File: src/core/pvdma_pkg.sv
package pvdma_pkg;
  // ****************************************
  // Register map
  // ****************************************
  localparam logic [11:0] OFS_CTL = 12'h200;
  localparam logic [11:0] OFS_PCI = 12'h204;
  localparam logic [11:0] OFS_CNT = 12'h208;
  localparam logic [11:0] OFS_BP = 12'h210;
  localparam logic [11:0] OFS_GCS = 12'h220;
  localparam logic [11:0] OFS_PTR = 12'h224;
  // transfer_control_reg fields
  localparam int CTL_DIR = 31;
  localparam int CTL_FIXED = 23;
  localparam int CTL_WID = 16;
  localparam int CTL_SPACE = 12;
  localparam int CTL_BLOCK = 8;
  localparam int CTL_PCIW = 7;
  // general_control_status_reg fields
  localparam int GCS_GO = 31;
  localparam int GCS_STOP_REQ = 30;
  localparam int GCS_CHAIN = 27;
  localparam int GCS_TEN = 20;
  localparam int GCS_OFF = 16;
  localparam int GCS_ACT = 15;
  localparam int GCS_STOPPED = 11;
  localparam int GCS_DONE = 10;
  localparam int GCS_XERR = 9;
  localparam int GCS_PERR = 8;
  localparam logic [31:0] RST_VAL = 32'h0000_0000;
  // Width and space codes
  localparam logic [1:0] W_D8 = 2'h0;
  localparam logic [1:0] W_D16 = 2'h1;
  localparam logic [1:0] W_D32 = 2'h2;
  localparam logic [1:0] W_D64 = 2'h3;
  localparam logic [1:0] SP_A24 = 2'h1;
  localparam logic [1:0] SP_A32 = 2'h2;
  // ****************************************
  // Counts and timing
  // ****************************************
  localparam int CNT_W = 25;
  localparam logic [14:0] TEN_FIXED_BASE = 15'h0080;
  localparam logic [14:0] TEN_INC_BASE = 15'h0100;
  localparam int CLK_MHZ = 125;
  localparam int BACKOFF_UNIT_US = 16;
  localparam int BACKOFF_UNIT_CYC = BACKOFF_UNIT_US * CLK_MHZ;
  localparam logic [2:0] PKT_LAST_IDX = 3'h4;
  typedef enum logic [2:0] {
    ST_IDLE, ST_START, ST_FETCH, ST_XFER, ST_BACKOFF
  } pvdma_state_e;
  typedef struct packed {
    logic [31:0] pci_addr;
    logic [31:0] bp_addr;
    logic [3:0] size;
    logic [7:0] pci_be;
    logic block;
    logic to_bp;
    logic pci_wide;
  } pvdma_xfer_s;
endpackage : pvdma_pkg

File: src/core/pvdma_core.sv
`timescale 1ns/1ns
// What this block does
// [RQ1] Fixed mode holds backplane address, direct and chained.
// [RQ2] Fixed mode issues only 8/16/32-bit single cycles, no blocks.
// [RQ3] Writing one to fixed_address_enable selects fixed mode.
// [RQ4] Software sets tenure, then both addresses, then launch.
// [RQ5] No backplane address reads in fixed mode; rewrite it after stop.
// [RQ6] At tenure limit the backplane master pauses until backoff expires.
// [RQ7] Fixed-mode tenure codes 001..111 give 128..8192 bytes.
// [RQ8] Fixed launch flags error on block, bad width or alignment; D16 is flagged at even, not odd, addresses.
// [RQ9] Byte count takes 1 byte to 16 MBytes, any alignment.
// [RQ10] Narrower aligned cycles fill gaps; partial lanes on last beat.
// [RQ11] Narrow cycles until width aligned, full width, narrow tail.
// [RQ12] Count frozen while active, zero when done, remainder on stop/error.
// [RQ13] Zero-count launch idles, or fetches a packet when chaining.
// [RQ14] Packets sit on 32-byte boundaries; pointer keeps bits 31:5 only.
// [RQ15] After a transfer completes, fetch the next packet and run it.
// [RQ16] Width field selects D08, D16, D32, D64 with block variants.
// [RQ17] Block enable counts only for A24/A32 below 64 bits; D64 may burst.
// [RQ18] PCI wide enable acts only on a 64-bit bus.
// [RQ19] Software programs the widest width the destination accepts.
// [RQ20] Writing one clears each status bit, also alongside launch.
// [RQ21] Direction bit set moves PCI to backplane, clear the reverse.
// [RQ22] Tenure code 000 disables the limit.
module pvdma_core
  import pvdma_pkg::*;
#(
  parameter int BACKOFF_CYC = BACKOFF_UNIT_CYC
) (
  input wire logic ref_clk,
  input wire logic rst_b,
  input wire logic [11:0] avs_address,
  input wire logic avs_read,
  input wire logic avs_write,
  input wire logic [31:0] avs_writedata,
  input wire logic [3:0] avs_byteenable,
  output logic [31:0] avs_readdata,
  output logic avs_waitrequest,
  input wire logic bus64_strap,
  output logic xfer_req,
  output pvdma_xfer_s xfer,
  input wire logic xfer_ack,
  input wire logic xfer_err,
  output logic pkt_req,
  output logic [31:0] pkt_addr,
  input wire logic pkt_ack,
  input wire logic [31:0] pkt_rdata
);
  // ****************************************
  // Declarations
  // ****************************************
  pvdma_state_e state_q;
  logic wait_q, s1_q, s2_q;
  logic [31:0] rdata_q, ctl_q, pci_q, bp_q, w_pci_q, w_bp_q, pkt_addr_q;
  logic [CNT_W-1:0] cnt_q, w_rem_q;
  logic [26:0] ptr_q;
  logic chain_q, stop_req_q, done_q, stopped_q, xerr_q, perr_q;
  logic [2:0] ten_code_q, pkt_idx_q;
  logic [3:0] off_code_q;
  logic [14:0] ten_q;
  logic [15:0] off_q;
  logic from_fetch_q, last_q, w_fixed_q, xfer_req_q, pkt_req_q;
  pvdma_xfer_s xfer_q;
  // ****************************************
  // Bus decode
  // ****************************************
  wire req = avs_read | avs_write;
  wire acc = req & ~wait_q;
  wire wr = avs_write & acc;
  wire active = state_q != ST_IDLE;
  wire [31:0] bm = {{8{avs_byteenable[3]}}, {8{avs_byteenable[2]}},
                    {8{avs_byteenable[1]}}, {8{avs_byteenable[0]}}};
  wire [31:0] wd = avs_writedata & bm;
  wire hit_ctl = avs_address == OFS_CTL;
  wire hit_pci = avs_address == OFS_PCI;
  wire hit_cnt = avs_address == OFS_CNT;
  wire hit_bp = avs_address == OFS_BP;
  wire hit_gcs = avs_address == OFS_GCS;
  wire hit_ptr = avs_address == OFS_PTR;
  wire wr_cfg = wr & ~active;
  wire wr_gcs = wr & hit_gcs;
  wire [31:0] gcs_rd = {1'b0, stop_req_q, 2'h0, chain_q, 4'h0,
                        ten_code_q, off_code_q, active, 3'h0, stopped_q,
                        done_q, xerr_q, perr_q, 8'h00};
  wire [31:0] rd_mux = hit_ctl ? ctl_q : hit_pci ? pci_q : hit_bp ? bp_q :
                       hit_cnt ? {7'h00, cnt_q} : hit_gcs ? gcs_rd :
                       hit_ptr ? {ptr_q, 5'h00} : 32'h0000_0000;
  // [RQ20] W1C status clear
  wire clr_stop = wr_gcs & wd[GCS_STOPPED];
  wire clr_done = wr_gcs & wd[GCS_DONE];
  wire clr_xerr = wr_gcs & wd[GCS_XERR];
  wire clr_perr = wr_gcs & wd[GCS_PERR];
  wire st_left = (stopped_q & ~clr_stop) | (done_q & ~clr_done) |
                 (xerr_q & ~clr_xerr) | (perr_q & ~clr_perr);
  wire go_ok = wr_gcs & wd[GCS_GO] & ~active & ~st_left;
  // ****************************************
  // Cycle sizing
  // ****************************************
  // [RQ16] Width field decode
  wire [1:0] wcode = ctl_q[CTL_WID+:2];
  wire [1:0] space = ctl_q[CTL_SPACE+:2];
  wire [3:0] wmax = 4'h1 << wcode;
  wire [2:0] lo = w_bp_q[2:0];
  // [RQ11] Largest aligned size that fits
  wire c8 = wcode == W_D64 && lo == 3'h0 && w_rem_q >= CNT_W'(8);
  wire c4 = wcode >= W_D32 && lo[1:0] == 2'h0 && w_rem_q >= CNT_W'(4);
  wire c2 = wcode >= W_D16 && lo[0] == 1'b0 && w_rem_q >= CNT_W'(2);
  wire [3:0] chunk = c8 ? 4'h8 : c4 ? 4'h4 : c2 ? 4'h2 : 4'h1;
  // [RQ10] Byte lanes of the PCI beat
  wire [7:0] be_mask = (8'h01 << chunk) - 8'h01;
  // [RQ17] Block cycle qualification
  wire blk_ok = ctl_q[CTL_BLOCK] && (space == SP_A24 || space == SP_A32) &&
                wcode != W_D64;
  // [RQ2] Never a block cycle in fixed mode
  wire use_blk = ~w_fixed_q && chunk == wmax && (blk_ok || wcode == W_D64);
  wire [CNT_W-1:0] rem_nx = w_rem_q - CNT_W'(chunk);
  wire [14:0] ten_nx = ten_q + 15'(chunk);
  // [RQ7] Tenure byte limit by mode
  wire [14:0] ten_lim = (w_fixed_q ? TEN_FIXED_BASE : TEN_INC_BASE) <<
                        (ten_code_q - 3'h1);
  // [RQ22] Code zero never trips
  wire ten_hit = ten_code_q != 3'h0 && ten_nx >= ten_lim;
  // [RQ8] Launch checks
  wire [1:0] lw = ctl_q[CTL_WID+:2];
  wire perr_fix = ctl_q[CTL_BLOCK] || (lw == W_D16 && ~bp_q[0]) ||
                  (lw == W_D32 && bp_q[1:0] != 2'h0) || lw == W_D64;
  wire perr_cond = (ctl_q[CTL_FIXED] & perr_fix) | (pci_q[2:0] != bp_q[2:0]);
  wire beat_done = state_q == ST_XFER && xfer_req_q && xfer_ack;
  wire [15:0] off_load = 16'(off_code_q * BACKOFF_CYC);
  // ****************************************
  // Bus slave
  // ****************************************
  always_ff @(posedge ref_clk or negedge rst_b) begin
    if (!rst_b) begin
      wait_q <= 1'b1;
      rdata_q <= RST_VAL;
    end else begin
      wait_q <= ~(req & wait_q);
      if (req && wait_q) begin
        rdata_q <= rd_mux;
      end
    end
  end
  always_ff @(posedge ref_clk or negedge rst_b) begin
    if (!rst_b) begin
      s1_q <= 1'b0;
      s2_q <= 1'b0;
    end else begin
      s1_q <= bus64_strap;
      s2_q <= s1_q;
    end
  end
  // ****************************************
  // Control fields and status
  // ****************************************
  always_ff @(posedge ref_clk or negedge rst_b) begin
    if (!rst_b) begin
      chain_q <= 1'b0;
      ten_code_q <= 3'h0;
      off_code_q <= 4'h0;
      stop_req_q <= 1'b0;
      done_q <= 1'b0;
      stopped_q <= 1'b0;
      xerr_q <= 1'b0;
      perr_q <= 1'b0;
    end else begin
      if (wr_gcs && !active) begin
        chain_q <= wd[GCS_CHAIN];
        ten_code_q <= wd[GCS_TEN+:3];
        off_code_q <= wd[GCS_OFF+:4];
      end
      if (wr_gcs && wd[GCS_STOP_REQ] && active) begin
        stop_req_q <= 1'b1;
      end else if (!active) begin
        stop_req_q <= 1'b0;
      end
      // [RQ20] Hardware set beats clear
      done_q <= (done_q & ~clr_done) | (state_q == ST_START &&
                cnt_q == '0 && !(chain_q && !last_q) && from_fetch_q) |
                (beat_done && !xfer_err && rem_nx == '0 &&
                !(chain_q && !last_q));
      stopped_q <= (stopped_q & ~clr_stop) | (beat_done && !xfer_err &&
                   rem_nx != '0 && stop_req_q);
      xerr_q <= (xerr_q & ~clr_xerr) | (beat_done & xfer_err);
      perr_q <= (perr_q & ~clr_perr) | (state_q == ST_START &&
                cnt_q != '0 && perr_cond);
    end
  end
  // ****************************************
  // Transfer sequencer
  // ****************************************
  always_ff @(posedge ref_clk or negedge rst_b) begin
    if (!rst_b) begin
      state_q <= ST_IDLE;
      ctl_q <= RST_VAL;
      pci_q <= RST_VAL;
      bp_q <= RST_VAL;
      cnt_q <= '0;
      ptr_q <= '0;
      w_pci_q <= RST_VAL;
      w_bp_q <= RST_VAL;
      w_rem_q <= '0;
      w_fixed_q <= 1'b0;
      ten_q <= '0;
      off_q <= '0;
      pkt_idx_q <= 3'h0;
      pkt_addr_q <= RST_VAL;
      pkt_req_q <= 1'b0;
      from_fetch_q <= 1'b0;
      last_q <= 1'b0;
      xfer_req_q <= 1'b0;
      xfer_q <= '0;
    end else begin
      // [RQ3] Fixed mode bit lands in control
      if (wr_cfg && hit_ctl) ctl_q <= wd;
      if (wr_cfg && hit_pci) pci_q <= wd;
      // [RQ9] Up to 16 MBytes
      if (wr_cfg && hit_cnt) cnt_q <= wd[CNT_W-1:0];
      if (wr_cfg && hit_bp) bp_q <= wd;
      // [RQ14] Pointer keeps 31:5
      if (wr_cfg && hit_ptr) ptr_q <= wd[31:5];
      case (state_q)
        ST_IDLE: begin
          if (go_ok) begin
            state_q <= ST_START;
            from_fetch_q <= 1'b0;
            last_q <= 1'b0;
          end
        end
        ST_START: begin
          if (cnt_q != '0) begin
            state_q <= perr_cond ? ST_IDLE : ST_XFER;
            w_pci_q <= pci_q;
            w_bp_q <= bp_q;
            w_rem_q <= cnt_q;
            w_fixed_q <= ctl_q[CTL_FIXED];
            ten_q <= '0;
          // [RQ13] Zero count: chain or stop
          end else if (chain_q && !last_q) begin
            state_q <= ST_FETCH;
            pkt_req_q <= 1'b1;
            pkt_addr_q <= {ptr_q, 5'h00};
            pkt_idx_q <= 3'h0;
          end else begin
            state_q <= ST_IDLE;
          end
        end
        ST_FETCH: begin
          if (pkt_ack) begin
            case (pkt_idx_q)
              3'h0: ctl_q <= pkt_rdata;
              3'h1: cnt_q <= pkt_rdata[CNT_W-1:0];
              3'h2: pci_q <= pkt_rdata;
              3'h3: bp_q <= pkt_rdata;
              default: begin
                ptr_q <= pkt_rdata[31:5];
                last_q <= pkt_rdata[0];
              end
            endcase
            pkt_idx_q <= pkt_idx_q + 3'h1;
            pkt_addr_q <= pkt_addr_q + 32'h0000_0004;
            if (pkt_idx_q == PKT_LAST_IDX) begin
              pkt_req_q <= 1'b0;
              from_fetch_q <= 1'b1;
              state_q <= ST_START;
            end
          end
        end
        ST_XFER: begin
          if (!xfer_req_q) begin
            xfer_req_q <= 1'b1;
            xfer_q.pci_addr <= w_pci_q;
            xfer_q.bp_addr <= w_bp_q;
            xfer_q.size <= chunk;
            xfer_q.pci_be <= be_mask << w_pci_q[2:0];
            xfer_q.block <= use_blk;
            // [RQ21] Direction from control
            xfer_q.to_bp <= ctl_q[CTL_DIR];
            // [RQ18] Wide only on 64-bit bus
            xfer_q.pci_wide <= ctl_q[CTL_PCIW] & s2_q;
          end else if (xfer_ack) begin
            xfer_req_q <= 1'b0;
            w_pci_q <= w_pci_q + 32'(chunk);
            // [RQ1] Fixed address never advances
            if (!w_fixed_q) w_bp_q <= w_bp_q + 32'(chunk);
            w_rem_q <= rem_nx;
            ten_q <= ten_nx;
            if (xfer_err) begin
              // [RQ12] Remainder kept on error
              cnt_q <= w_rem_q;
              state_q <= ST_IDLE;
            end else if (rem_nx == '0) begin
              cnt_q <= '0;
              pci_q <= w_pci_q + 32'(chunk);
              if (!w_fixed_q) bp_q <= w_bp_q + 32'(chunk);
              // [RQ15] Fetch next packet
              if (chain_q && !last_q) begin
                state_q <= ST_FETCH;
                pkt_req_q <= 1'b1;
                pkt_addr_q <= {ptr_q, 5'h00};
                pkt_idx_q <= 3'h0;
              end else begin
                state_q <= ST_IDLE;
              end
            end else if (stop_req_q) begin
              cnt_q <= rem_nx;
              pci_q <= w_pci_q + 32'(chunk);
              state_q <= ST_IDLE;
            // [RQ6] Pause at tenure limit
            end else if (ten_hit) begin
              off_q <= off_load;
              state_q <= ST_BACKOFF;
            end
          end
        end
        ST_BACKOFF: begin
          if (off_q == 16'h0000) begin
            ten_q <= '0;
            state_q <= ST_XFER;
          end else begin
            off_q <= off_q - 16'h0001;
          end
        end
        default: state_q <= ST_IDLE;
      endcase
    end
  end
  assign avs_readdata = rdata_q;
  assign avs_waitrequest = wait_q;
  assign xfer_req = xfer_req_q;
  assign xfer = xfer_q;
  assign pkt_req = pkt_req_q;
  assign pkt_addr = pkt_addr_q;
endmodule : pvdma_core

File: config.mk
export PLATFORM = sky130hd
export DESIGN_NAME = pvdma_core
export DESIGN_NICKNAME = d
export VERILOG_FILES = /design/src/core/pvdma_pkg.sv /design/src/core/pvdma_core.sv
export SDC_FILE = /design/constraint.sdc
export NUM_CORES = 1
export LEC_CHECK = 0
export BUFFER_PORTS_ARGS = -buffer_cell sky130_fd_sc_hd__buf_2
export CAP_MARGIN = 5
export CELL_PAD_IN_SITES_DETAIL_PLACEMENT = 1
export CELL_PAD_IN_SITES_GLOBAL_PLACEMENT = 2
export CORE_MARGIN = 10
export CORE_UTILIZATION = 40
export CTS_BUF_LIST = sky130_fd_sc_hd__clkbuf_8
export DETAILED_ROUTE_END_ITERATION = 6
export PLACE_DENSITY_LB_ADDON = 0.1
export SLEW_MARGIN = 40
export SYNTH_ARGS = -nofsm -noshare
export SYNTH_HDL_FRONTEND = slang
export SYNTH_SLANG_ARGS = --single-unit
export TNS_END_PERCENT = 100
File: constraint.sdc
create_clock -name ref_clk -period 10.83 [get_ports ref_clk]
set_input_delay 0.5415 -clock ref_clk [delete_from_list [all_inputs] [get_ports ref_clk]]
set_output_delay 0.5415 -clock ref_clk [all_outputs]
set_load 0.01 [all_outputs]
==> impl_metrics.csv <==
group,metric,value,unit
logic_synthesis,synth_cells,3369,
sta,tightest_slew,0.989,ns
sta,slew_violations,0,
logic_synthesis,synth-seq-cells,436,
logic_synthesis,synthArstFlopShare,1.00,
routing,ant_nets,0,
logic_synthesis,synth_edf_count,0,
sta,fin_tns_setup,0,ns
final_layout,final_nets,3642,
critical_path,end_kind,"register",
placement,gp_congestion,0.982,
sta,rsz0062_at_grt,"no",
status,outcome,"finished, violations left",
status,violations,"design-rule violations",
floorplan,die_x,280,um
final_layout,stdcell_count,4439,
clock_tree,clk_pin_slew,0.06,ns
global_routing,antenna_found_initial,8,
floorplan,core_area,67000,sq um
clock_tree,cts_tree,"built",
clock_tree,clk_latency,0.71,ns
routing,finalWirelength,136,mm
routing,first_pass_iters,7,
sta,hold_violations,0,
clock_tree,cts_made_buffers,87,
logic_synthesis,post-synth-top-area-cell,"dfrtp_1",
floorplan,dieArea,78200,sq um
logic_synthesis,synth_area_leaders,"dfrtp_1 (40%), nand2_1 (7.5%), a21oi_1 (6.3%)",
clock_tree,clk_path_buf_depth,3,
critical_path,critical_path.max_stage_delay,0.58,ns
logic_synthesis,synth-main-ff-cell,"dfrtp_1",
clock_tree,ctsRootBufferMaster,"clkbuf_8",
clock_tree,numClockSinks,436,
routing,vias,28600,
routing,wl_per_cell,30.7,um
routing,drt_iter0_markers,2833,
global_routing,grt_max_degree,93,
hold_path,hold_path_class,"input port to register",
sta,min_period,6.73,ns
global_routing,grt_use_met1,0.434,
final_layout,drive_above_1_share,0.134,
sta,period_share,0.622,
global_routing,grt_pass1_vias,28800,
flow_run,maxCapViolCount,0,
floorplan,row_count,95,
floorplan,start_util,0.402,
critical_path,critPathMaxFanout,12,
global_routing,grt_pass1_wl,198,mm
global_routing,gr-usage-met2,0.523,
critical_path,path_common_cell,"o21ai_0",
global_routing,overflow,0,
floorplan,ios,234,
logic_synthesis,synth_area,27000,sq um
logic_synthesis,yosysSeqAreaShare,0.405,
power_and_ir_drop,power_density,281,nW/um^2
logic_synthesis,netlist.area_leader.share,0.404,
critical_path,crit_slowest_cell,"nor4_1",
sta,skew,0.0421,ns
clock_tree,h-tree-depth,3,
final_layout,area_growth,13.8,%
floorplan,dieHeight,280,um
clock_tree,cts_setup_buffers,0,
placement,place_inst,4276,
global_routing,track_usage,0.340,
critical_path,path_cells,"nor4_1, nand3_1, nor4_1, nor3_1, inv_1, ha_1, inv_1, fa_1, nor2b_1, o21ai_0, a21oi_1, and3_1, nand3_1, xnor2_1, ha_1, o21ai_0, a221oi_1, o21ai_0, a21o_1, o21ai_2, o21ai_2, inv_2, mux2_1",
power_and_ir_drop,irDropWorstVdd,0.173,mV
critical_path,crit_type,"register to register",
logic_synthesis,ys_types,97,
sta,timing.fmax,149,MHz
placement,dp_hpwl,99.8,mm
sta,slew_headroom,0.339,
global_routing,busiest_layer,"met2",
global_routing,met3_usage,0.0859,
logic_synthesis,ys_warn_count,0,
critical_path,start_kind,"register",
critical_path,cp.arrival,7.31,ns
routing,drc_errors,20,
critical_path,required,11.41,ns
routing,vias_per_cell,6.45,
sta,final-setup-viol-count,0,
placement,port_buffers,231,
power_and_ir_drop,p_leak,13.5,nW
logic_synthesis,synth.avg_cell_area,8.00,sq um
-- placed cells by master, fill, tap and decap left out, types with 75 or more instances in the layout --
cell type / count
nand2_1: 530
dfrtp_1: 434
nor2_1: 377
a21oi_1: 336
o21ai_0: 309
buf_2: 232
clkbuf_8: 110
inv_1: 104
nor3_1: 81
a22oi_1: 75
-- repair_timing --
item / 4_1_cts / 5_1_grt
resized for setup: 0 / 0
hold endpoints to repair: 38 / 0
hold buffers: 2 / 0
-- cell usage after synthesis, types with 11 or more instances --
library cell / n
a221oi_1: 40
a21o_1: 19
fa_1: 11
and3_1: 39
nor3_1: 81
o22ai_1: 68
buf_2: 11
buf_1: 17
a22oi_1: 75
nand2_1: 538
xor2_1: 45
a21oi_1: 339
nor4_1: 40
o31ai_1: 24
nor2b_1: 16
mux2i_1: 27
nand4_1: 31
inv_1: 71
o21ai_0: 309
a222oi_1: 20
o221ai_1: 11
xnor2_1: 50
a31oi_1: 50
o21a_1: 13
nand3_1: 62
ha_1: 49
a211oi_1: 23
and2_1: 23
nor2_1: 381
o211ai_1: 17
dfrtp_1: 435
a22o_1: 16
clkbuf_1: 212
or3_1: 23
o22a_1: 16
-- through the flow --
step | instance area, sq um | total power, W | hold WS (ns) | setup slack, ns | util
floorplan | 27000 | 0.00509 | 0.246 | 5.55 | -
global placement | 28700 | 0.00660 | 0.335 | 4.09 | 0.428
detailed placement | 28800 | 0.00675 | 0.354 | 3.89 | 0.430
CTS | 30600 | 0.00854 | 0.125 | 3.84 | 0.457
global route | 30700 | 0.00909 | 0.140 | 3.61 | 0.458
finish | 30700 | 0.00862 | 0.149 | 4.10 | 0.458
-- layout make-up --
class | instances | area, sq um
Clock inverter | 43 | 248
Antenna cell | 8 | 20.0
Clock buffer | 110 | 1510
Multi-Input combinational cell | 2613 | 15000
Tap cell | 873 | 1090
Timing Repair Buffer | 283 | 1660
Inverter | 73 | 274
Sequential cell | 436 | 10900
Fill cell | 8164 | 36400
-- cell families after synthesis --
kind of cell             count (synthesis)  share of synthesized area
AND/OR/NAND/NOR                       1295                      0.213
flip-flops                             436                      0.405
adder cells (fa/ha/maj)                 60                     0.0309
XOR/XNOR                                95                     0.0309
buffers and inverters                  321                     0.0469
other                                    1                   0.000139
AO/OA/AOI/OAI                         1123                      0.259
multiplexers                            38                     0.0146
-- path summary, 6_finish.rpt --
check	end	startpoint	cells past startpoint	slack (ns)
worst max-delay path	off_q[1]$_DFFE_PN0P_	w_rem_q[14]$_DFFE_PN0P_	23	4.10
worst min-delay path	stop_req_q$_DFFE_PN0P_	avs_writedata[30]	3	0.15
worst max register to register	off_q[1]$_DFFE_PN0P_	w_rem_q[14]$_DFFE_PN0P_	23	4.10
worst min register to register	s2_q$_DFF_PN0_	s1_q$_DFF_PN0_	0	0.36
max in group asynchronous	xfer[12]$_DFFE_PN0P_	rst_b	4	8.78
min in group asynchronous	off_q[14]$_DFFE_PN0P_	rst_b	2	0.31
-- sequential cells by signal (all words and copies together), names as in the netlist, 27 cells and up --
register and cells:
xfer 79, avs_readdata 32, bp_q 32, ctl_q 32
pci_q 32, w_bp_q 32, w_pci_q 32, pkt_addr 30
ptr_q 27
-- worst max-delay path: cells and delay by family (launching register included) --
kind                       cells  cell delay (ns)
buffers and inverters          3             0.46
xor gates and xnor gates       1             0.18
adders and majority gates      3             0.87
AOI/OAI and AO/OA              8             1.91
DFF                            1             0.52
and+or+nand+nor                7             2.32
muxes                          1             0.33
-- report_power, final --
group / internal [W] / switching, W
Sequential: 0.00220 / 0.000945
Combinational: 0.00127 / 0.00245
Clock: 0.000956 / 0.000811
-- layer usage --
layer | wire length, um | vias to the layer above
met1 | 55000 | 14500
met3 | 13000 | 368
met4 | 8240 | 6
met5 | 45 | -
met2 | 60100 | 1367
li1 | - | 12400
(Power assumes the default switching activity.)
